$ cat src/pwt_pkg.sv
// constants shared by both ends of the power enable and wake-up timer link
// assumes one 200 MHz clock per end and a three-wire serial link between them
// Function
// - code 10000010b loads the power enable word
// - code 111b loads wake-up exponent and multiplier
// - power word resets to 0x8208
// - interval word resets to 0xE196
// - bit 7 switches the receive chain
// - receive chain includes baseband, synthesizer, oscillator
// - baseband needs oscillator enable set too
// - bit 5 switches transmit chain and transmission
// - bit 4 switches the synthesizer
// - bit 3 switches the crystal oscillator
// - bit 2 switches the battery detector
// - bit 1 switches the wake-up timer
// - bit 0 low runs clock output
// - running clock output keeps oscillator, blocks sleep
// - host writes exponent 0 to 29 only
// - host writes multiplier 0 to 255
// - interval is 1.03 ms times m times 2^e plus 0.5 ms
// - host clears then sets timer enable to rearm
package pwt_pkg;

  // ==========================================================
  // command words
  localparam int          WORD_W          = 16;
  localparam int          CODE_HI         = 15;
  localparam int          POWER_CODE_LO   = 8;
  localparam int          INTERVAL_CODE_LO = 13;
  localparam logic [7:0]  POWER_CODE      = 8'h82;
  localparam logic [2:0]  INTERVAL_CODE   = 3'h7;
  localparam logic [15:0] POWER_RESET     = 16'h8208;
  localparam logic [15:0] INTERVAL_RESET  = 16'hE196;

  // ==========================================================
  // power word fields
  localparam int BIT_RX     = 7;
  localparam int BIT_BB     = 6;
  localparam int BIT_TX     = 5;
  localparam int BIT_SYN    = 4;
  localparam int BIT_OSC    = 3;
  localparam int BIT_LBD    = 2;
  localparam int BIT_WUT    = 1;
  localparam int BIT_CLKDIS = 0;

  // ==========================================================
  // interval word fields
  localparam int         EXP_HI  = 12;
  localparam int         EXP_LO  = 8;
  localparam int         MUL_HI  = 7;
  localparam int         MUL_LO  = 0;
  localparam logic [4:0] EXP_MAX = 5'h1D;
  localparam int         TIMER_W = 40;
  localparam int         CYC_W   = 32;

  // ==========================================================
  // timing
  localparam int CLK_PERIOD_NS   = 5;
  localparam int TICK_TIME_NS    = 1030000;
  localparam int OFFSET_TIME_NS  = 500000;
  localparam int TICK_CYCLES     = TICK_TIME_NS / CLK_PERIOD_NS;
  localparam int OFFSET_CYCLES   = OFFSET_TIME_NS / CLK_PERIOD_NS;
  localparam int SCK_HALF_CYCLES = 8;
  localparam int BIT_CNT_W       = 5;
  localparam logic [4:0] LAST_BIT   = 5'h0F;
  localparam logic [4:0] WORD_BITS  = 5'h10;

  // ==========================================================
  // host registers on the Avalon side
  localparam int         ADDR_W          = 4;
  localparam logic [3:0] REG_CMD         = 4'h0;
  localparam logic [3:0] REG_STATUS      = 4'h4;
  localparam logic [3:0] REG_REARM       = 4'h8;
  localparam logic [3:0] REG_LAST_POWER  = 4'hC;

  typedef enum logic [1:0] {
    LINK_IDLE = 2'h0,
    LINK_LOW  = 2'h1,
    LINK_HIGH = 2'h3,
    LINK_END  = 2'h2
  } pwt_link_state_type;

  typedef enum logic [1:0] {
    TIMER_IDLE   = 2'h0,
    TIMER_OFFSET = 2'h1,
    TIMER_COUNT  = 2'h3,
    TIMER_DONE   = 2'h2
  } pwt_timer_state_type;

endpackage

$ cat src/pwt_link_if.sv
// serial command link between host and device
// assumes the testbench instantiates it and hands one modport to each end
`timescale 1ns/1ps
`default_nettype none
interface pwt_link_if;
  logic sck;
  logic sdi;
  logic select_n;
  modport host (output sck, output sdi, output select_n);
  modport dev  (input sck, input sdi, input select_n);
endinterface
`default_nettype wire

$ cat src/pwt_device.sv
// device end: command shifter, power enables and wake-up timer
// assumes link pins asynchronous to CLOCK; TX_DATA_REG_ON on CLOCK
//
// Added by the designer: the Avalon-MM register port and the register offsets.
`timescale 1ns/1ps
`default_nettype none
module pwt_device
  import pwt_pkg::*;
#(
  parameter int TICK_CYCLES_P   = TICK_CYCLES,
  parameter int OFFSET_CYCLES_P = OFFSET_CYCLES
) (
  input  wire logic        CLOCK,
  input  wire logic        NRST,
  pwt_link_if.dev          LINK,
  input  wire logic        TX_DATA_REG_ON,
  output logic             RX_CHAIN_ON,
  output logic             BASEBAND_ON,
  output logic             TX_CHAIN_ON,
  output logic             TX_SENDING,
  output logic             SYNTH_ON,
  output logic             CRYSTAL_OSC_RUN,
  output logic             BATTERY_DET_ON,
  output logic             WAKEUP_TIMER_ON,
  output logic             CLOCK_OUT_RUN,
  output logic             FULL_SLEEP,
  output logic             WAKEUP_EVENT,
  output logic [15:0]      POWER_WORD,
  output logic [15:0]      INTERVAL_WORD
);

  // ==========================================================
  // pin synchronisers
  logic [1:0]            sck_sync_reg;
  logic [1:0]            sdi_sync_reg;
  logic [1:0]            sel_n_sync_reg;
  logic                  sck_last_reg;
  logic                  sck_rise;

  always_ff @(posedge CLOCK or negedge NRST) begin
    if (!NRST) begin
      sck_sync_reg   <= 2'h0;
      sdi_sync_reg   <= 2'h0;
      sel_n_sync_reg <= 2'h3;
      sck_last_reg   <= 1'b0;
    end else begin
      sck_sync_reg   <= {sck_sync_reg[0], LINK.sck};
      sdi_sync_reg   <= {sdi_sync_reg[0], LINK.sdi};
      sel_n_sync_reg <= {sel_n_sync_reg[0], LINK.select_n};
      sck_last_reg   <= sck_sync_reg[1];
    end
  end

  assign sck_rise = sck_sync_reg[1] && !sck_last_reg;

  // ==========================================================
  // command shifter
  logic [WORD_W-1:0]     shift_reg;
  logic [BIT_CNT_W-1:0]  bit_cnt_reg;
  logic [WORD_W-1:0]     word_next;
  logic                  word_strobe;
  logic                  selected;

  assign selected    = !sel_n_sync_reg[1];
  assign word_next   = {shift_reg[WORD_W-2:0], sdi_sync_reg[1]};
  // a word counts only on its sixteenth clock inside one select
  assign word_strobe = selected && sck_rise && bit_cnt_reg == LAST_BIT;

  always_ff @(posedge CLOCK or negedge NRST) begin
    if (!NRST) begin
      shift_reg   <= '0;
      bit_cnt_reg <= '0;
    end else if (!selected) begin
      bit_cnt_reg <= '0;
    end else if (sck_rise && bit_cnt_reg != WORD_BITS) begin
      // extra clocks after sixteen bits are ignored until deselect
      shift_reg   <= word_next;
      bit_cnt_reg <= bit_cnt_reg + BIT_CNT_W'(1);
    end
  end

  // ==========================================================
  // command registers
  logic [WORD_W-1:0]     power_word_reg;
  logic [WORD_W-1:0]     interval_word_reg;
  logic                  is_power;
  logic                  is_interval;

  assign is_power    = word_next[CODE_HI:POWER_CODE_LO] == POWER_CODE;
  assign is_interval = word_next[CODE_HI:INTERVAL_CODE_LO] == INTERVAL_CODE;

  always_ff @(posedge CLOCK or negedge NRST) begin
    if (!NRST) begin
      power_word_reg <= POWER_RESET;
    end else if (word_strobe && is_power) begin
      power_word_reg <= word_next;
    end
  end

  always_ff @(posedge CLOCK or negedge NRST) begin
    if (!NRST) begin
      interval_word_reg <= INTERVAL_RESET;
    end else if (word_strobe && is_interval) begin
      interval_word_reg <= word_next;
    end
  end

  // ==========================================================
  // resource enables
  logic                  rx_on;
  logic                  bb_on;
  logic                  tx_on;
  logic                  syn_on;
  logic                  osc_run;
  logic                  lbd_on;
  logic                  clk_out_on;

  assign rx_on      = power_word_reg[BIT_RX];
  // receive chain pulls in its own baseband, synthesizer, oscillator
  assign bb_on      = power_word_reg[BIT_BB] || rx_on;
  assign tx_on      = power_word_reg[BIT_TX];
  assign syn_on     = power_word_reg[BIT_SYN] || rx_on || tx_on;
  assign clk_out_on = !power_word_reg[BIT_CLKDIS];
  // clock output holds the oscillator up even with its enable off
  assign osc_run    = power_word_reg[BIT_OSC] || rx_on || tx_on ||
                      clk_out_on;
  assign lbd_on     = power_word_reg[BIT_LBD];

  always_ff @(posedge CLOCK or negedge NRST) begin
    if (!NRST) begin
      RX_CHAIN_ON     <= 1'b0;
      BASEBAND_ON     <= 1'b0;
      TX_CHAIN_ON     <= 1'b0;
      TX_SENDING      <= 1'b0;
      SYNTH_ON        <= 1'b0;
      CRYSTAL_OSC_RUN <= 1'b0;
      BATTERY_DET_ON  <= 1'b0;
      WAKEUP_TIMER_ON <= 1'b0;
      CLOCK_OUT_RUN   <= 1'b0;
      FULL_SLEEP      <= 1'b0;
      POWER_WORD      <= POWER_RESET;
      INTERVAL_WORD   <= INTERVAL_RESET;
    end else begin
      RX_CHAIN_ON     <= rx_on;
      BASEBAND_ON     <= bb_on;
      TX_CHAIN_ON     <= tx_on;
      TX_SENDING      <= tx_on && TX_DATA_REG_ON;
      SYNTH_ON        <= syn_on;
      CRYSTAL_OSC_RUN <= osc_run;
      BATTERY_DET_ON  <= lbd_on;
      WAKEUP_TIMER_ON <= power_word_reg[BIT_WUT];
      CLOCK_OUT_RUN   <= clk_out_on;
      // the wake-up timer alone does not keep the part awake
      FULL_SLEEP      <= !(osc_run || bb_on || syn_on || lbd_on);
      POWER_WORD      <= power_word_reg;
      INTERVAL_WORD   <= interval_word_reg;
    end
  end

  // ==========================================================
  // wake-up timer
  pwt_timer_state_type   timer_state_reg;
  logic                  wut_last_reg;
  logic                  wut_rise;
  logic [CYC_W-1:0]      cyc_reg;
  logic [TIMER_W-1:0]    ticks_reg;
  logic [TIMER_W-1:0]    target;

  assign wut_rise = power_word_reg[BIT_WUT] && !wut_last_reg;
  // multiplier shifted by exponent gives the count of 1.03 ms ticks
  assign target   = TIMER_W'(interval_word_reg[MUL_HI:MUL_LO]) <<
                    interval_word_reg[EXP_HI:EXP_LO];

  always_ff @(posedge CLOCK or negedge NRST) begin
    if (!NRST) begin
      wut_last_reg <= 1'b0;
    end else begin
      wut_last_reg <= power_word_reg[BIT_WUT];
    end
  end

  always_ff @(posedge CLOCK or negedge NRST) begin
    if (!NRST) begin
      timer_state_reg <= TIMER_IDLE;
      cyc_reg         <= '0;
      ticks_reg       <= '0;
      WAKEUP_EVENT    <= 1'b0;
    end else begin
      WAKEUP_EVENT <= 1'b0;
      if (!power_word_reg[BIT_WUT]) begin
        timer_state_reg <= TIMER_IDLE;
      end else if (wut_rise) begin
        timer_state_reg <= TIMER_OFFSET;
        cyc_reg         <= '0;
        ticks_reg       <= '0;
      end else begin
        case (timer_state_reg)
          TIMER_OFFSET: begin
            // fixed 0.5 ms lead before the scaled part
            if (cyc_reg == CYC_W'(OFFSET_CYCLES_P - 1)) begin
              timer_state_reg <= TIMER_COUNT;
              cyc_reg         <= '0;
            end else begin
              cyc_reg <= cyc_reg + CYC_W'(1);
            end
          end
          TIMER_COUNT: begin
            if (ticks_reg >= target) begin
              // single shot; host must toggle the enable to go again
              timer_state_reg <= TIMER_DONE;
              WAKEUP_EVENT    <= 1'b1;
            end else if (cyc_reg == CYC_W'(TICK_CYCLES_P - 1)) begin
              cyc_reg   <= '0;
              ticks_reg <= ticks_reg + TIMER_W'(1);
            end else begin
              cyc_reg <= cyc_reg + CYC_W'(1);
            end
          end
          TIMER_DONE: begin
            timer_state_reg <= TIMER_DONE;
          end
          default: begin
            timer_state_reg <= TIMER_IDLE;
          end
        endcase
      end
    end
  end

endmodule
`default_nettype wire

$ cat src/flat_wrapper.sv
// flat-port wrapper written by rule: the top's interface ports become plain ports
module pwt_device_flat import pwt_pkg::*;
#(
  parameter int TICK_CYCLES_P   = TICK_CYCLES,
  parameter int OFFSET_CYCLES_P = OFFSET_CYCLES
)
  (CLOCK, NRST, TX_DATA_REG_ON, RX_CHAIN_ON, BASEBAND_ON, TX_CHAIN_ON, TX_SENDING, SYNTH_ON, CRYSTAL_OSC_RUN, BATTERY_DET_ON, WAKEUP_TIMER_ON, CLOCK_OUT_RUN, FULL_SLEEP, WAKEUP_EVENT, POWER_WORD, INTERVAL_WORD, LINK_sck, LINK_sdi, LINK_select_n);
  pwt_link_if LINK_i ();
  input  wire logic CLOCK;
  input  wire logic NRST;
  input  wire logic TX_DATA_REG_ON;
  output logic RX_CHAIN_ON;
  output logic BASEBAND_ON;
  output logic TX_CHAIN_ON;
  output logic TX_SENDING;
  output logic SYNTH_ON;
  output logic CRYSTAL_OSC_RUN;
  output logic BATTERY_DET_ON;
  output logic WAKEUP_TIMER_ON;
  output logic CLOCK_OUT_RUN;
  output logic FULL_SLEEP;
  output logic WAKEUP_EVENT;
  output logic [15:0] POWER_WORD;
  output logic [15:0] INTERVAL_WORD;
  input wire logic [$bits(LINK_i.sck)-1:0] LINK_sck;
  input wire logic [$bits(LINK_i.sdi)-1:0] LINK_sdi;
  input wire logic [$bits(LINK_i.select_n)-1:0] LINK_select_n;
  assign LINK_i.sck = LINK_sck;
  assign LINK_i.sdi = LINK_sdi;
  assign LINK_i.select_n = LINK_select_n;
  pwt_device #(.TICK_CYCLES_P(TICK_CYCLES_P), .OFFSET_CYCLES_P(OFFSET_CYCLES_P)) u_core (.CLOCK(CLOCK), .NRST(NRST), .LINK(LINK_i), .TX_DATA_REG_ON(TX_DATA_REG_ON), .RX_CHAIN_ON(RX_CHAIN_ON), .BASEBAND_ON(BASEBAND_ON), .TX_CHAIN_ON(TX_CHAIN_ON), .TX_SENDING(TX_SENDING), .SYNTH_ON(SYNTH_ON), .CRYSTAL_OSC_RUN(CRYSTAL_OSC_RUN), .BATTERY_DET_ON(BATTERY_DET_ON), .WAKEUP_TIMER_ON(WAKEUP_TIMER_ON), .CLOCK_OUT_RUN(CLOCK_OUT_RUN), .FULL_SLEEP(FULL_SLEEP), .WAKEUP_EVENT(WAKEUP_EVENT), .POWER_WORD(POWER_WORD), .INTERVAL_WORD(INTERVAL_WORD));
endmodule
$ cat config.mk
export PLATFORM = sky130hd
export DESIGN_NAME = pwt_device_flat
export DESIGN_NICKNAME = d
export VERILOG_FILES = /design/src/pwt_pkg.sv /design/src/pwt_link_if.sv /design/src/pwt_device.sv /design/src/flat_wrapper.sv
export SDC_FILE = /design/constraint.sdc
export NUM_CORES = 1
export LEC_CHECK = 0
export BUFFER_PORTS_ARGS = -buffer_cell sky130_fd_sc_hd__buf_2
export CELL_PAD_IN_SITES_DETAIL_PLACEMENT = 1
export CELL_PAD_IN_SITES_GLOBAL_PLACEMENT = 1
export CORE_UTILIZATION = 45
export CTS_BUF_LIST = sky130_fd_sc_hd__clkbuf_4
export CTS_CLUSTER_DIAMETER = 60
export DETAILED_ROUTE_END_ITERATION = 10
export GPL_ROUTABILITY_DRIVEN = 0
export PLACE_DENSITY = 0.8
export SYNTH_ARGS = -nofsm -noshare
export SYNTH_HDL_FRONTEND = slang
export SYNTH_SLANG_ARGS = --single-unit
$ cat constraint.sdc
create_clock -name CLOCK -period 5.1 [get_ports CLOCK]
set_input_delay 0.51 -clock CLOCK [delete_from_list [all_inputs] [get_ports CLOCK]]
set_output_delay 0.51 -clock CLOCK [all_outputs]
set_load 0.02 [all_outputs]
-- Word-level counts from Yosys, hierarchy flattened
Index checks and enable logic that the tools add are counted.
- register bits after elaboration: 176
- bits of input ports: 6
- output and inout bits: 43
- logic and storage cells: 93
- add/subtract/negate cells: 3
- $lt $le $gt $ge: 1
- equality and inequality tests: 13
- shift-type cells: 1
- mux-type cells: 20
- bitwise operators: 1
- reduce and logical (&&, ||, !) cells: 30
- operators with widths (cell ; number):
    $mux W40 ; 4
    $mux W32 ; 4
    $pmux W32 S2 ; 1
    $add A40 B1 Y40 const B ; 1
    $ge A40 B40 Y1 ; 1
    $shl A8 B5 Y40 ; 1
    $add A32 B1 Y32 const B ; 1
    $eq A32 B17 Y1 const B ; 1
    $eq A32 B18 Y1 const B ; 1
    $mux W5 ; 2
    $logic_or A1 B1 Y1 ; 9
    $eq A8 B8 Y1 const B ; 1
    $logic_and A1 B1 Y1 ; 8
    $mux W2 ; 4
    $ne A4 B4 Y1 const B ; 2
    $pmux W2 S3 ; 1
    $reduce_bool A2 Y1 ; 3
    $add A5 B1 Y5 const B ; 1
    $eq A5 B4 Y1 const B ; 1
    $logic_not A1 Y1 ; 5
    $ne A5 B5 Y1 const B ; 1
    $eq A2 B2 Y1 const B ; 2
    $mux W1 ; 4
    $reduce_and A2 Y1 ; 2
    other kinds (8) ; 8

-- Longest topological paths before layout
Gate-level depths: netlist (run 1).
- word-level depth: 7
- depth in mapped cells: 18
- depth with buffers taken out: 16

-- Least setup slack after synthesis (run 1)
OpenSTA, ideal clock, no wires.
- path kind: reg-to-reg
- start point: register u_core.interval_word_reg[8]
- end point: register u_core.cyc_reg[11]
- data arrival time: 3.877 ns
- slack: 1.097 ns
- cell stages (with the launch flop): 16
- path buffers: 3
- period minus slack after synthesis: 4.003 ns
- path through: dfstp_2 > clkbuf_1 > buf_1 > nor2_1 > a21oi_1 > nand2_1 > nand2_1 > nand2_1 > ha_1 > and4_1 > a221o_1 > a2111o_1 > a221oi_4 > o21ai_1 > buf_2 > a221o_1
- longest elaborated chain between the ends: 4
- ends and longest elaborated chain (what ; RTL line ; source):
    start, declared ; pwt_device.sv:85 ; logic [WORD_W-1:0] interval_word_reg;
    start signal, assigned ; pwt_device.sv:104 ; interval_word_reg <= word_next;
    $shl A8 B5 Y40 ; pwt_device.sv:171 ; assign target = TIMER_W'(interval_word_reg[MUL_HI:MUL_LO]) <<
    $ge A40 B40 Y1 ; pwt_device.sv:208 ; if (ticks_reg >= target) begin
    $ne A3 B2 Y1 (no line) ; -- ;
    $reduce_and A3 Y1 (no line) ; -- ;
    end signal, assigned ; pwt_device.sv:204 ; cyc_reg <= cyc_reg + CYC_W'(1);
    end signal, assigned ; pwt_device.sv:216 ; cyc_reg <= cyc_reg + CYC_W'(1);
    end, declared ; pwt_device.sv:165 ; logic [CYC_W-1:0] cyc_reg;
No other way between the ends.
A chain may end at the register's enable or synchronous reset.

-- Final worst setup path (run 1)
- start point: register u_core.interval_word_reg[9]
- end point: register u_core.cyc_reg[30]
Same word-level chain as after synthesis.

==> impl_results.md, run 1 <==
- Outcome: complete, no violations
- Number of enable-type register cells in the synthesized netlist: 0
- Final total negative setup slack: 0 ns
- Worst VDD drop: 0.000160 V
- Portion of the post-synthesis area used by sequential elements: 47.5%
- Time the final worst path needs with I/O delays and setup: 4.67 ns
- Area share of fa/ha/maj cells after synthesis: 6.04%
- Number of I/O pins: 49
- Detailed router's first-iteration violation count: about 440
- H-tree levels: 4
- Worst max-slew margin expressed relative to the limit: between 30% and 40%
- Number of global-route vias before repair: 7,720
- Final worst slack: 0.425 ns
- Maximum count of clock buffers along a single path: 2
- CP Data Arrival Time: about 5.2 ns
- Global-route wire length before repair: 39,600 um
- Max Slew Vio Count: 0
- Netlist area before placement: 9110 um^2
- Transition time of the tightest slew-check pin: 1.01 ns
- Worst hold path stage count: 2
- Worst hold endpoint: u_core.TX_SENDING
- Setup repair after global routing missed its margin: no
- Routed met1 length: 10,900 um
- Share of the core filled with cells in the final layout: slightly above 50%
- Fraction of synthesized area in multiplexers: 7.60%
- Clock buffers created by TritonCTS: 17
- Number of buffers inserted by port buffering: 48
- P_leak: 4.58 nW
- Cell at the root of the clock tree: clkbuf_4
- Endpoints failing setup: 0
- Number of placed cells counting well taps: 1,201
- Antenna Violating Nets Remaining: 0
- Detail Route met2 WL: 12,200 um
- Pin count of the biggest net entering global routing: 102
- Average wire per cell in the routed design: 19.6 um
- CTS sink count: 172
- Iteration count of the initial detailed-routing pass: 4
- Main synth FF type: dfrtp_1
- Number of instances in the synthesized netlist: 929
- Peak Freq: 214 MHz
- CP top delay family: compound AO/OA/AOI/OAI gates
- Total core area: 19,700 um^2
- Class of the tightest hold or removal check: input pin to flip-flop
- Die Ht: 144 um
- Setup CP Type: flip-flop to flip-flop
- Count of placed standard cells in the final layout, fillers left out: roughly 1,200
- Main combinational cell family by area after synthesis: simple AND/OR/NAND/NOR gates
- Via count of the routed design: 7,337
- Skew final: around 0.030 ns
- Fraction of final layout cells with drive strength greater than 1: 19.7%
- Row Count: 51
- Sequence of cells on the critical path: mux2_2, nor2_1, a21oi_1, nand2_1, o21ai_0, nand2_1, ha_1, a21oi_1, o21a_1, o22ai_1, a2111o_1, a221oi_4, buf_4, and2_1, a221o_1
- Setup slack after placement: 0.347 ns
- Via density per instance: roughly 5.9
- Number of distinct library cells after synthesis: 61
- Clock-pin slew on the worst setup and hold paths: roughly 0.17 ns
- Critical R2R Launch: u_core.interval_word_reg[9]
- Post-synthesis sequential element count: 172
- Final routed DRC violation total: 0
- Clock insertion delay at the later pin of the skew report: 0.59 ns
- Async set-reset flop share out of synthesis: 100%
- Critical-path cell with the highest stage delay: dfrtp_1
- Layout Area Growth over Synthesis: 9.20%
- Portion of the clock cycle consumed by the worst path in the final layout: between 90 and 100%
- Flop2flop setup slack: 0.43 ns
- Critical path startpoint category: flip-flop
- Sum of net half-perimeters after detailed placement: 17,100 um
- Total met3 wirelength after detailed routing: 756 um
- Compound-gate portion of the synthesized area: a little under an eighth
- Largest register FFs: 40
- Required @ worst endpoint: 5.63 ns
- Simple-gate portion of the synthesized area: between 20% and 30%
- Remaining Overflow, GRT: 0
- Sequential cell area: 4330 um^2
- Syn nets: 979
- Number of fill cells in the layout: ~2,300
- Wire length reported by the detailed router: 24,300 um
- Antenna violations before repair: 1
- Global router's overall resource usage: roughly a quarter
- Highest signal layer in the routed design: met4
- Combined buffer and inverter count along the critical path: 1
- Net count of the finished layout: between 1,000 and 1,500
- Die area: 20,800 um^2
- Initial cell density of the core: 46.4%
- Crit-path max cell delay: 0.78 ns
- Length in cells of the worst reg-to-reg path: 15
- Maxcap violations: 0
- Synthesis Warnings: 0
- Endpoints failing hold: 0
- Highest net fanout along the worst path: 25
- Critical Path Sink Type: flip-flop
- Terminus of the critical flop-to-flop path: u_core.cyc_reg[30]
- XOR/XNOR share of the synthesized area: 0.384%
- Mean post-synth cell area: 9.81 um^2
- Power Dens Cells: 238 nW/um^2
- Die Span X: ~140 um
- Hold Crit Start: TX_DATA_REG_ON
- Clock tree from TritonCTS: yes
- Multi-input combinational cell area: 4450 um^2
==> cells by family (layout without fill, tap and decap cells) <==
logic type,after synthesis,count (layout)
buf+inv,86,129
mux,64,64
compound gates,148,148
other cells,0,1
fa+ha+maj,44,44
xor+xnor,4,4
flops,172,172
simple gates,411,411
==> synthesized netlist by cell type, drive strengths merged, types with 12 or more instances <==
library cell  number  area (um^2)
dfrtp            148         3700
nand2            126          473
nor2              70          263
nand3             45          225
ha                44          551
mux2              42          473
clkbuf            37          139
a21oi             35          175
nand4             34          213
inv               31          116
dfstp             24          631
mux2i             22          220
and3              21          131
nor3              19         95.1
buf               17         90.1
o221ai            17          149
a31o              16          140
and2              16          100
nor4              15          100
o21ai             14         70.1
and4              12          105
==> how the worst max path moves through the flow <==
stage	from	end	slack, ns	depth (start not counted)
floorplan	u_core.interval_word_reg[8]	u_core.cyc_reg[11]	1.10	15
CTS	u_core.interval_word_reg[9]	u_core.cyc_reg[29]	0.29	15
global route	u_core.interval_word_reg[9]	u_core.cyc_reg[30]	0.15	15
finish	u_core.interval_word_reg[9]	u_core.cyc_reg[30]	0.43	15
detailed placement	u_core.interval_word_reg[9]	u_core.cyc_reg[29]	0.35	15
global placement	u_core.interval_word_reg[9]	u_core.cyc_reg[15]	0.58	14
==> placed cells by master, fill, tap and decap left out, types with 6 or more instances in the layout <==
master,count
buf_4,12
o221ai_1,17
nand3_1,45
a31o_2,16
nand2b_1,11
a221o_1,11
a31oi_1,11
nor2_1,70
nor4_1,14
and2_1,16
buf_2,47
clkbuf_4,17
ha_1,44
a21oi_1,35
nand2_1,125
and4_1,12
or2_2,11
o211ai_1,6
dfrtp_1,148
mux2_2,42
nor2b_1,8
and3_1,21
or4_1,8
inv_1,31
nor3_1,19
dfstp_2,24
nand4_1,34
o21ai_0,13
mux2i_1,22
==> power breakdown <==
| group | switching, mW | leakage, nW | internal [mW] |
|---|---|---|---|
| Clock | 0.581 | 0.172 | 0.279 |
| Combinational | 0.0425 | 2.13 | 0.0339 |
| Sequential | 0.0384 | 2.28 | 1.40 |
| Total | 0.662 | 4.58 | 1.71 |
==> routing by layer <==
metal,up-vias,track usage [%]
met5,-,0
met4,0,7.04
met3,28,5.00
met2,103,42.6
met1,3757,31.2
li1,3449,-
==> stage by stage <==
stage / total power [mW] / cell area (um^2) / hold slack (ns)
2_1_floorplan: 1.48 / 9110 / 0.214
3_3_place_gp: 1.53 / 9590 / 0.333
3_5_place_dp: 1.53 / 9590 / 0.341
4_1_cts: 2.40 / 9950 / 0.0905
5_1_grt: 2.46 / 9950 / 0.0615
6_report: 2.37 / 9950 / 0.133
==> timing repair <==
action / 4_1_cts / 5_1_grt
hold buffers: 4 / 0
setup endpoints to repair: 0 / 17
gates resized for setup: 0 / 1
buffers inserted: 0 / 0
endpoints found under the hold margin: 59 / 0
==> layout make-up <==
type	count	area share (%)
antenna	1	0.0251
clock buffer	17	1.28
clock inverter	15	1.92
inverter	32	1.21
multi-input combinational	671	44.7
sequential	172	43.5
tap	265	3.33
timing repair buffer	65	3.98
Note: power is estimated with default switching activity, not from simulation.
==> run 2, diff against run 1 <==
- PLACE_DENSITY: 0.8 -> 0.83
- clock period: 5.1 -> 3.95 ns (I/O delays scaled with it)
==> run 2 against run 1 <==
  * The flow now finishes with violations (setup timing)
  * Core utilization grew 5.6 points
  * First-iteration DRC count increased by 76%
  * Register-to-register slack got worse by 0.94 ns
  * Clock skew rose by 0.0070 ns
  * Via count grew 18%
  * Highest routed layer is now met5
  * Count of clock-buffer cells in the layout unchanged
  * Final cell count up 5.2%
  * Combinational power grew 39%
  * Power increased by 30%
==> impl_results.md, run 2 (synthesis results as in run 1) <==
- Outcome: finished, violations left (was complete, no violations)
- Violations in the final reports: setup timing
- Total core area: 19,700 um^2 (unchanged)
- CP Data Arrival Time: 4.94 ns (was 5.21 ns)
- Critical-path cell with the highest stage delay: dfrtp_1 (unchanged)
- Via count of the routed design: 8,652 (was 7,337)
- Clock-pin slew on the worst setup and hold paths: 0.18 ns (was 0.17 ns)
- Endpoints failing hold: 0 (unchanged)
- Via density per instance: 6.65 (was 5.93)
- Detailed router's first-iteration violation count: 780 (was 442)
- Terminus of the critical flop-to-flop path: u_core.ticks_reg[20] (was u_core.cyc_reg[30])
- Maxcap violations: 0 (unchanged)
- Endpoints failing setup: 73 (was 0)
- Number of global-route vias before repair: 8,202 (was 7,720)
- Antenna Violating Nets Remaining: 0 (unchanged)
- Clock buffers created by TritonCTS: 17 (unchanged)
- Number of buffers inserted by port buffering: 48 (unchanged)
- Final routed DRC violation total: 0 (unchanged)
- Critical path startpoint category: flip-flop (unchanged)
- Critical R2R Launch: u_core.interval_word_reg[0] (was u_core.interval_word_reg[9])
- Global router's overall resource usage: 27.9% (was 24.7%)
- Worst max-slew margin expressed relative to the limit: 19.9% (was 32.5%)
- Number of fill cells in the layout: 2,148 (was 2,261)
- Sequence of cells on the critical path: nand2b_1, or3_1, nor3_1, a21oi_1, ha_1, a21oi_2, o21ai_1, a221o_1, a2111o_1, buf_6, a211oi_4, buf_4, clkbuf_16, a31oi_1, a41o_1 (was mux2_2, nor2_1, a21oi_1, nand2_1, o21ai_0, nand2_1, ha_1, a21oi_1, o21a_1, o22ai_1, a2111o_1, a221oi_4, buf_4, and2_1, a221o_1)
- Pin count of the biggest net entering global routing: 74 (was 102)
- Share of the core filled with cells in the final layout: 56.3% (was 50.6%)
- Cell at the root of the clock tree: clkbuf_4 (unchanged)
- Time the final worst path needs with I/O delays and setup: 4.47 ns (was 4.67 ns)
- Sum of net half-perimeters after detailed placement: 18,400 um (was 17,100 um)
- Die Span X: 144 um (unchanged)
- Clock insertion delay at the later pin of the skew report: 0.63 ns (was 0.59 ns)
- Critical Path Sink Type: flip-flop (unchanged)
- Fraction of final layout cells with drive strength greater than 1: 31.3% (was 19.7%)
- Row Count: 51 (unchanged)
- Class of the tightest hold or removal check: input pin to asynchronous set/reset pin (was input pin to flip-flop)
- Portion of the clock cycle consumed by the worst path in the final layout: 113% (was 91.7%)
- Number of I/O pins: 49 (unchanged)
- Skew final: 0.0366 ns (was 0.0296 ns)
- Iteration count of the initial detailed-routing pass: 5 (was 4)
- Worst VDD drop: 0.000182 V (was 0.000160 V)
- Die Ht: 144 um (unchanged)
- Antenna violations before repair: 7 (was 1)
- Commonest cells after routing, fill and taps aside: dfrtp_1 (147), nand2_1 (117), nor2_1 (67), buf_4 (52), buf_2 (47) (was dfrtp_1 (148), nand2_1 (125), nor2_1 (70), buf_2 (47), nand3_1 (45))
- CTS sink count: 172 (unchanged)
- Clock tree from TritonCTS: yes (unchanged)
- Peak Freq: 224 MHz (was 214 MHz)
- Wire length reported by the detailed router: 35,500 um (was 24,300 um)
- Final total negative setup slack: -19.56 ns (was 0 ns)
- Most common library cell in the layout ignoring fill and taps: dfrtp_1 (unchanged)
- Max Slew Vio Count: 0 (unchanged)
- Global-route wire length before repair: 44,500 um (was 39,600 um)
- H-tree levels: 4 (unchanged)
- Initial cell density of the core: 46.4% (unchanged)
- Length in cells of the worst reg-to-reg path: 15 (unchanged)
- Power Dens Cells: 278 nW/um^2 (was 238 nW/um^2)
- Maximum count of clock buffers along a single path: 2 (unchanged)
- Crit-path max cell delay: 0.62 ns (was 0.78 ns)
- Post-route total power: 3.08 mW (was 2.37 mW)
- Die area: 20,800 um^2 (unchanged)
- Flop2flop setup slack: -0.52 ns (was 0.43 ns)
- P_leak: 5.05 nW (was 4.58 nW)
- Combined buffer and inverter count along the critical path: 3 (was 1)
- Critical path startpoint: u_core.interval_word_reg[0] (was u_core.interval_word_reg[9])
- Required @ worst endpoint: 4.42 ns (was 5.63 ns)
- Setup repair after global routing missed its margin: yes (was no)
- Remaining Overflow, GRT: 0 (unchanged)
- Transition time of the tightest slew-check pin: 1.19 ns (was 1.01 ns)
- Highest net fanout along the worst path: 9 (was 25)
- Largest register FFs: 40 (unchanged)
- Setup CP Type: flip-flop to flip-flop (unchanged)
- Average wire per cell in the routed design: 27.3 um (was 19.6 um)
- CP top delay family: compound AO/OA/AOI/OAI gates (unchanged)
- Layout Area Growth over Synthesis: 21.4% (was 9.20%)
- Min Hold Slack: 0.351 ns (was 0.133 ns)
- Net count of the finished layout: 1,071 (was 1,009)
- Final worst slack: -0.520 ns (was 0.425 ns)
run 2: final cells by class:
class                           count  area, um^2  area share, %
Clock inverter                     15         166           1.50
Inverter                           32         120           1.09
Timing Repair Buffer              127        1030           9.29
Sequential cell                   172        4340           39.2
Antenna cell                        3        7.51         0.0679
Multi-Input combinational cell    671        4950           44.7
Tap cell                          265         332           3.00
Clock buffer                       17         128           1.15
run 2: power breakdown:
group          internal, mW  switching, mW  leakage (nW)
registers              1.81         0.0536          2.28
logic                0.0452         0.0605          2.61
clock network         0.348          0.768         0.158
run 2: stage by stage:
stage / setup slack (ns) / cell area, um^2 / std cells
global placement: -0.0663 / 9850 / 1233
detailed placement: -0.189 / 9850 / 1233
floorplan: 0.0361 / 9120 / 929
finish: -0.520 / 11100 / 1302
CTS: 0.00699 / 10300 / 1281
global route: -0.678 / 11100 / 1300
run 2: metal layers:
metal  part of all wire, %  global-route usage, %  routed length [um]
met2                    49                   46.6               17500
met4                   6.4                   14.3                2290
met1                    36                   34.5               12900
met5                  0.26                      0                  92
met3                   7.8                   4.90                2770
run 2: worst register-to-register path, delay by kind of cell (launching register included):
| kind | cells | cell delay, ns |
|---|---|---|
| DFF | 1 | 0.62 |
| buffers and inverters | 3 | 0.51 |
| AOI/OAI and AO/OA | 8 | 1.92 |
| adders and majority gates | 1 | 0.23 |
| and+or+nand+nor | 3 | 1.03 |
run 2: how the worst max path moves through the flow:
stage                                end  cells past startpoint
finish              u_core.ticks_reg[20]                     15
global route        u_core.ticks_reg[20]                     16
CTS                 u_core.ticks_reg[13]                     14
detailed placement    u_core.cyc_reg[29]                     16
global placement    u_core.ticks_reg[13]                     15
floorplan             u_core.cyc_reg[11]                     15
run 2: what timing repair did:
action                                 CTS  global route
pin swaps                                4            45
endpoints found under the hold margin   63             0
hold buffers                             5             0
resized for setup                       12           106
buffers inserted                        11            15
gates cloned                             0             3
setup endpoints to repair               60            72
==> run 3, diff against run 2 <==
- SETUP_SLACK_MARGIN: not set -> 0.15
==> run 3 against run 2 <==
  * The flow still finishes with violations (setup timing)
  * Worst setup slack improved by 0.10 ns
  * Die area did not move
  * Sequential power hardly changed
  * Critical path type unchanged
  * Final cell count up 0.46%
==> impl_results.md, run 3 (synthesis results as in run 1) <==
- Initial cell density of the core: 46.4% (unchanged)
- Critical path startpoint category: flip-flop (unchanged)
- Portion of the clock cycle consumed by the worst path in the final layout: 111% (was 113%)
- Average wire per cell in the routed design: 25.5 um (was 27.3 um)
- Remaining Overflow, GRT: 0 (unchanged)
- Standard cell area after detailed placement: 9860 um^2 (was 9850 um^2)
- Multi-input combinational cell area: 4870 um^2 (was 4950 um^2)
- Transition time of the tightest slew-check pin: 1.17 ns (was 1.19 ns)
- Combined buffer and inverter count along the critical path: 5 (was 3)
- Min Hold Slack: 0.359 ns (was 0.351 ns)
- Antenna violations before repair: 3 (was 7)
- Cell internal power dissipation: 2.14 mW (was 2.20 mW)
- Clock insertion delay at the later pin of the skew report: 0.64 ns (was 0.63 ns)
- Sequential cell area: 4340 um^2 (unchanged)
- Worst max-slew margin expressed relative to the limit: 21.5% (was 19.9%)
- Sum of net half-perimeters after detailed placement: 18,300 um (was 18,400 um)
- Global-route wire length before repair: 45,300 um (was 44,500 um)
- Destination of the critical timing path: u_core.cyc_reg[27] (was u_core.ticks_reg[20])
- Required @ worst endpoint: 4.45 ns (was 4.42 ns)
- Endpoints failing hold: 0 (unchanged)
- Clock tree from TritonCTS: yes (unchanged)
- Flop2flop setup slack: -0.42 ns (was -0.52 ns)
- Proportion of power drawn by flip-flops and latches: 61.3% (was 60.4%)
- Final routed DRC violation total: 0 (unchanged)
- Outcome: finished, violations left (unchanged)
- Cell depth of the worst setup path: 17 (was 15)
- Time the final worst path needs with I/O delays and setup: 4.37 ns (was 4.47 ns)
- Antenna Violating Nets Remaining: 0 (unchanged)
- Critical-path cell with the highest stage delay: a2111o_1 (was dfrtp_1)
- Setup CP Type: flip-flop to flip-flop (unchanged)
- Highest net fanout along the worst path: 11 (was 9)
- Die Ht: 144 um (unchanged)
- Maxcap violations: 0 (unchanged)
- Part of the power in combinational logic: 3.5% (was 3.4%)
- Number of I/O pins: 49 (unchanged)
- Most common library cell in the layout ignoring fill and taps: dfrtp_1 (unchanged)
- Wire length reported by the detailed router: 33,300 um (was 35,500 um)
- Global router's overall resource usage: 28.6% (was 27.9%)
- Die Span X: 144 um (unchanged)
- Net count of the finished layout: 1,078 (was 1,071)
- Clock Power Share: 35.2% (was 36.2%)
- Final worst slack: -0.420 ns (was -0.520 ns)
- Post-Layout Inst Area: 11,000 um^2 (was 11,100 um^2)
- Worst VDD drop: 0.000194 V (was 0.000182 V)
- Final total negative setup slack: -23.81 ns (was -19.56 ns)
- Number of fill cells in the layout: 2,210 (was 2,148)
- Skew final: 0.0256 ns (was 0.0366 ns)
- H-tree levels: 4 (unchanged)
- Violations in the final reports: setup timing (unchanged)
- Number of global-route vias before repair: 8,336 (was 8,202)
- CP top delay family: compound AO/OA/AOI/OAI gates (unchanged)
- Switching share of power: 29.9% (was 28.6%)
- Cell at the root of the clock tree: clkbuf_4 (unchanged)
- Power Dens Cells: 276 nW/um^2 (was 278 nW/um^2)
- Max Slew Vio Count: 0 (unchanged)
- CP Data Arrival Time: 4.87 ns (was 4.94 ns)
- Via density per instance: 6.44 (was 6.65)
- Detailed router's first-iteration violation count: 746 (was 780)
- Sequence of cells on the critical path: buf_4, buf_4, nand2b_1, or3_4, nor3_1, a21oi_1, ha_1, a21oi_1, o21ai_2, a221o_1, a2111o_1, a221oi_4, o21ai_2, buf_6, clkinvlp_4, buf_12, o221ai_1 (was nand2b_1, or3_1, nor3_1, a21oi_1, ha_1, a21oi_2, o21ai_1, a221o_1, a2111o_1, buf_6, a211oi_4, buf_4, clkbuf_16, a31oi_1, a41o_1)
- Row Count: 51 (unchanged)
- CTS sink count: 172 (unchanged)
- Largest register FFs: 40 (unchanged)
- Commonest cells after routing, fill and taps aside: dfrtp_1 (147), nand2_1 (118), nor2_1 (67), buf_4 (57), buf_2 (47) (was dfrtp_1 (147), nand2_1 (117), nor2_1 (67), buf_4 (52), buf_2 (47))
- Fraction of final layout cells with drive strength greater than 1: 31.1% (was 31.3%)
- Number of buffers inserted by port buffering: 48 (unchanged)
- Peak Freq: 229 MHz (was 224 MHz)
- Layout Area Growth over Synthesis: 21.0% (was 21.4%)
- Clock buffers created by TritonCTS: 17 (unchanged)
- Endpoints failing setup: 73 (unchanged)
- Critical Path Sink Type: flip-flop (unchanged)
- Length in cells of the worst reg-to-reg path: 17 (was 15)
- Iteration count of the initial detailed-routing pass: 5 (unchanged)
- Maximum count of clock buffers along a single path: 2 (unchanged)
- Die area: 20,800 um^2 (unchanged)
- Terminus of the critical flop-to-flop path: u_core.cyc_reg[27] (was u_core.ticks_reg[20])
- Critical path startpoint: u_core.interval_word_reg[8] (was u_core.interval_word_reg[0])
- Class of the tightest hold or removal check: flip-flop to flip-flop (was input pin to asynchronous set/reset pin)
- Total core area: 19,700 um^2 (unchanged)
- Critical R2R Launch: u_core.interval_word_reg[8] (was u_core.interval_word_reg[0])
- Setup repair after global routing missed its margin: yes (unchanged)
- Sw Pwr: 912 uW (was 882 uW)
- P_leak: 5.06 nW (was 5.05 nW)
- Crit-path max cell delay: 0.51 ns (was 0.62 ns)
- Setup slack after placement: -0.190 ns (was -0.189 ns)
- Via count of the routed design: 8,424 (was 8,652)
- Clock-pin slew on the worst setup and hold paths: 0.18 ns (about the same)
- Pin count of the biggest net entering global routing: 93 (was 74)
==> run 3: area by class of cell <==
cell class                 count  share of cell area (%)
multi-input combinational    671                    44.1
sequential                   172                    39.3
timing repair buffer         134                    9.98
tap                          265                    3.01
clock buffer                  18                    1.23
clock inverter                14                    1.17
inverter                      32                    1.12
antenna                        2                  0.0454
==> run 3: repair_timing <==
| action | in CTS | in global routing |
|---|---|---|
| hold buffers | 5 | 0 |
| setup buffers | 13 | 17 |
| pin swaps | 14 | 30 |
| hold endpoints to repair | 94 | 0 |
| gates cloned | 0 | 5 |
| gates resized for setup | 47 | 59 |
| endpoints found under the setup margin | 73 | 73 |
==> run 3: worst min-delay path by stage <==
stage / from / end / slack, ns / cells past startpoint
finish: u_core.sel_n_sync_reg[0] / u_core.sel_n_sync_reg[1] / 0.36 / 0
global route: u_core.sel_n_sync_reg[0] / u_core.sel_n_sync_reg[1] / 0.36 / 0
CTS: u_core.sel_n_sync_reg[0] / u_core.sel_n_sync_reg[1] / 0.36 / 0
detailed placement: u_core.sck_sync_reg[0] / u_core.sck_sync_reg[1] / 0.35 / 0
global placement: u_core.sdi_sync_reg[0] / u_core.sdi_sync_reg[1] / 0.33 / 0
floorplan: NRST / u_core.BASEBAND_ON / 0.1 / 0
==> run 3: metrics by stage <==
step	std cells	utilization (%)	power (mW)
global route	1307	56.1	3.12
CTS	1284	53.4	3.00
detailed placement	1234	50.2	1.99
global placement	1234	50.2	1.97
finish	1308	56.1	3.05
floorplan	929	-	1.91
==> run 3: layer usage <==
layer | up-vias | global-route usage [%] | part of all wire, %
met5 | - | 0 | 0.030
met4 | 2 | 14.0 | 4.7
met3 | 134 | 6.36 | 6.1
met2 | 387 | 47.4 | 49
met1 | 4321 | 35.0 | 40
li1 | 3580 | - | -
==> run 3: power by group through the flow <==
stage          clock network [mW]  logic, mW  registers [mW]
2_1_floorplan                   0     0.0484            1.86
3_3_place_gp                    0     0.0930            1.88
3_5_place_dp                    0      0.101            1.89
4_1_cts                      1.03      0.105            1.86
5_1_grt                      1.13      0.119            1.87
6_report                     1.07      0.108            1.87
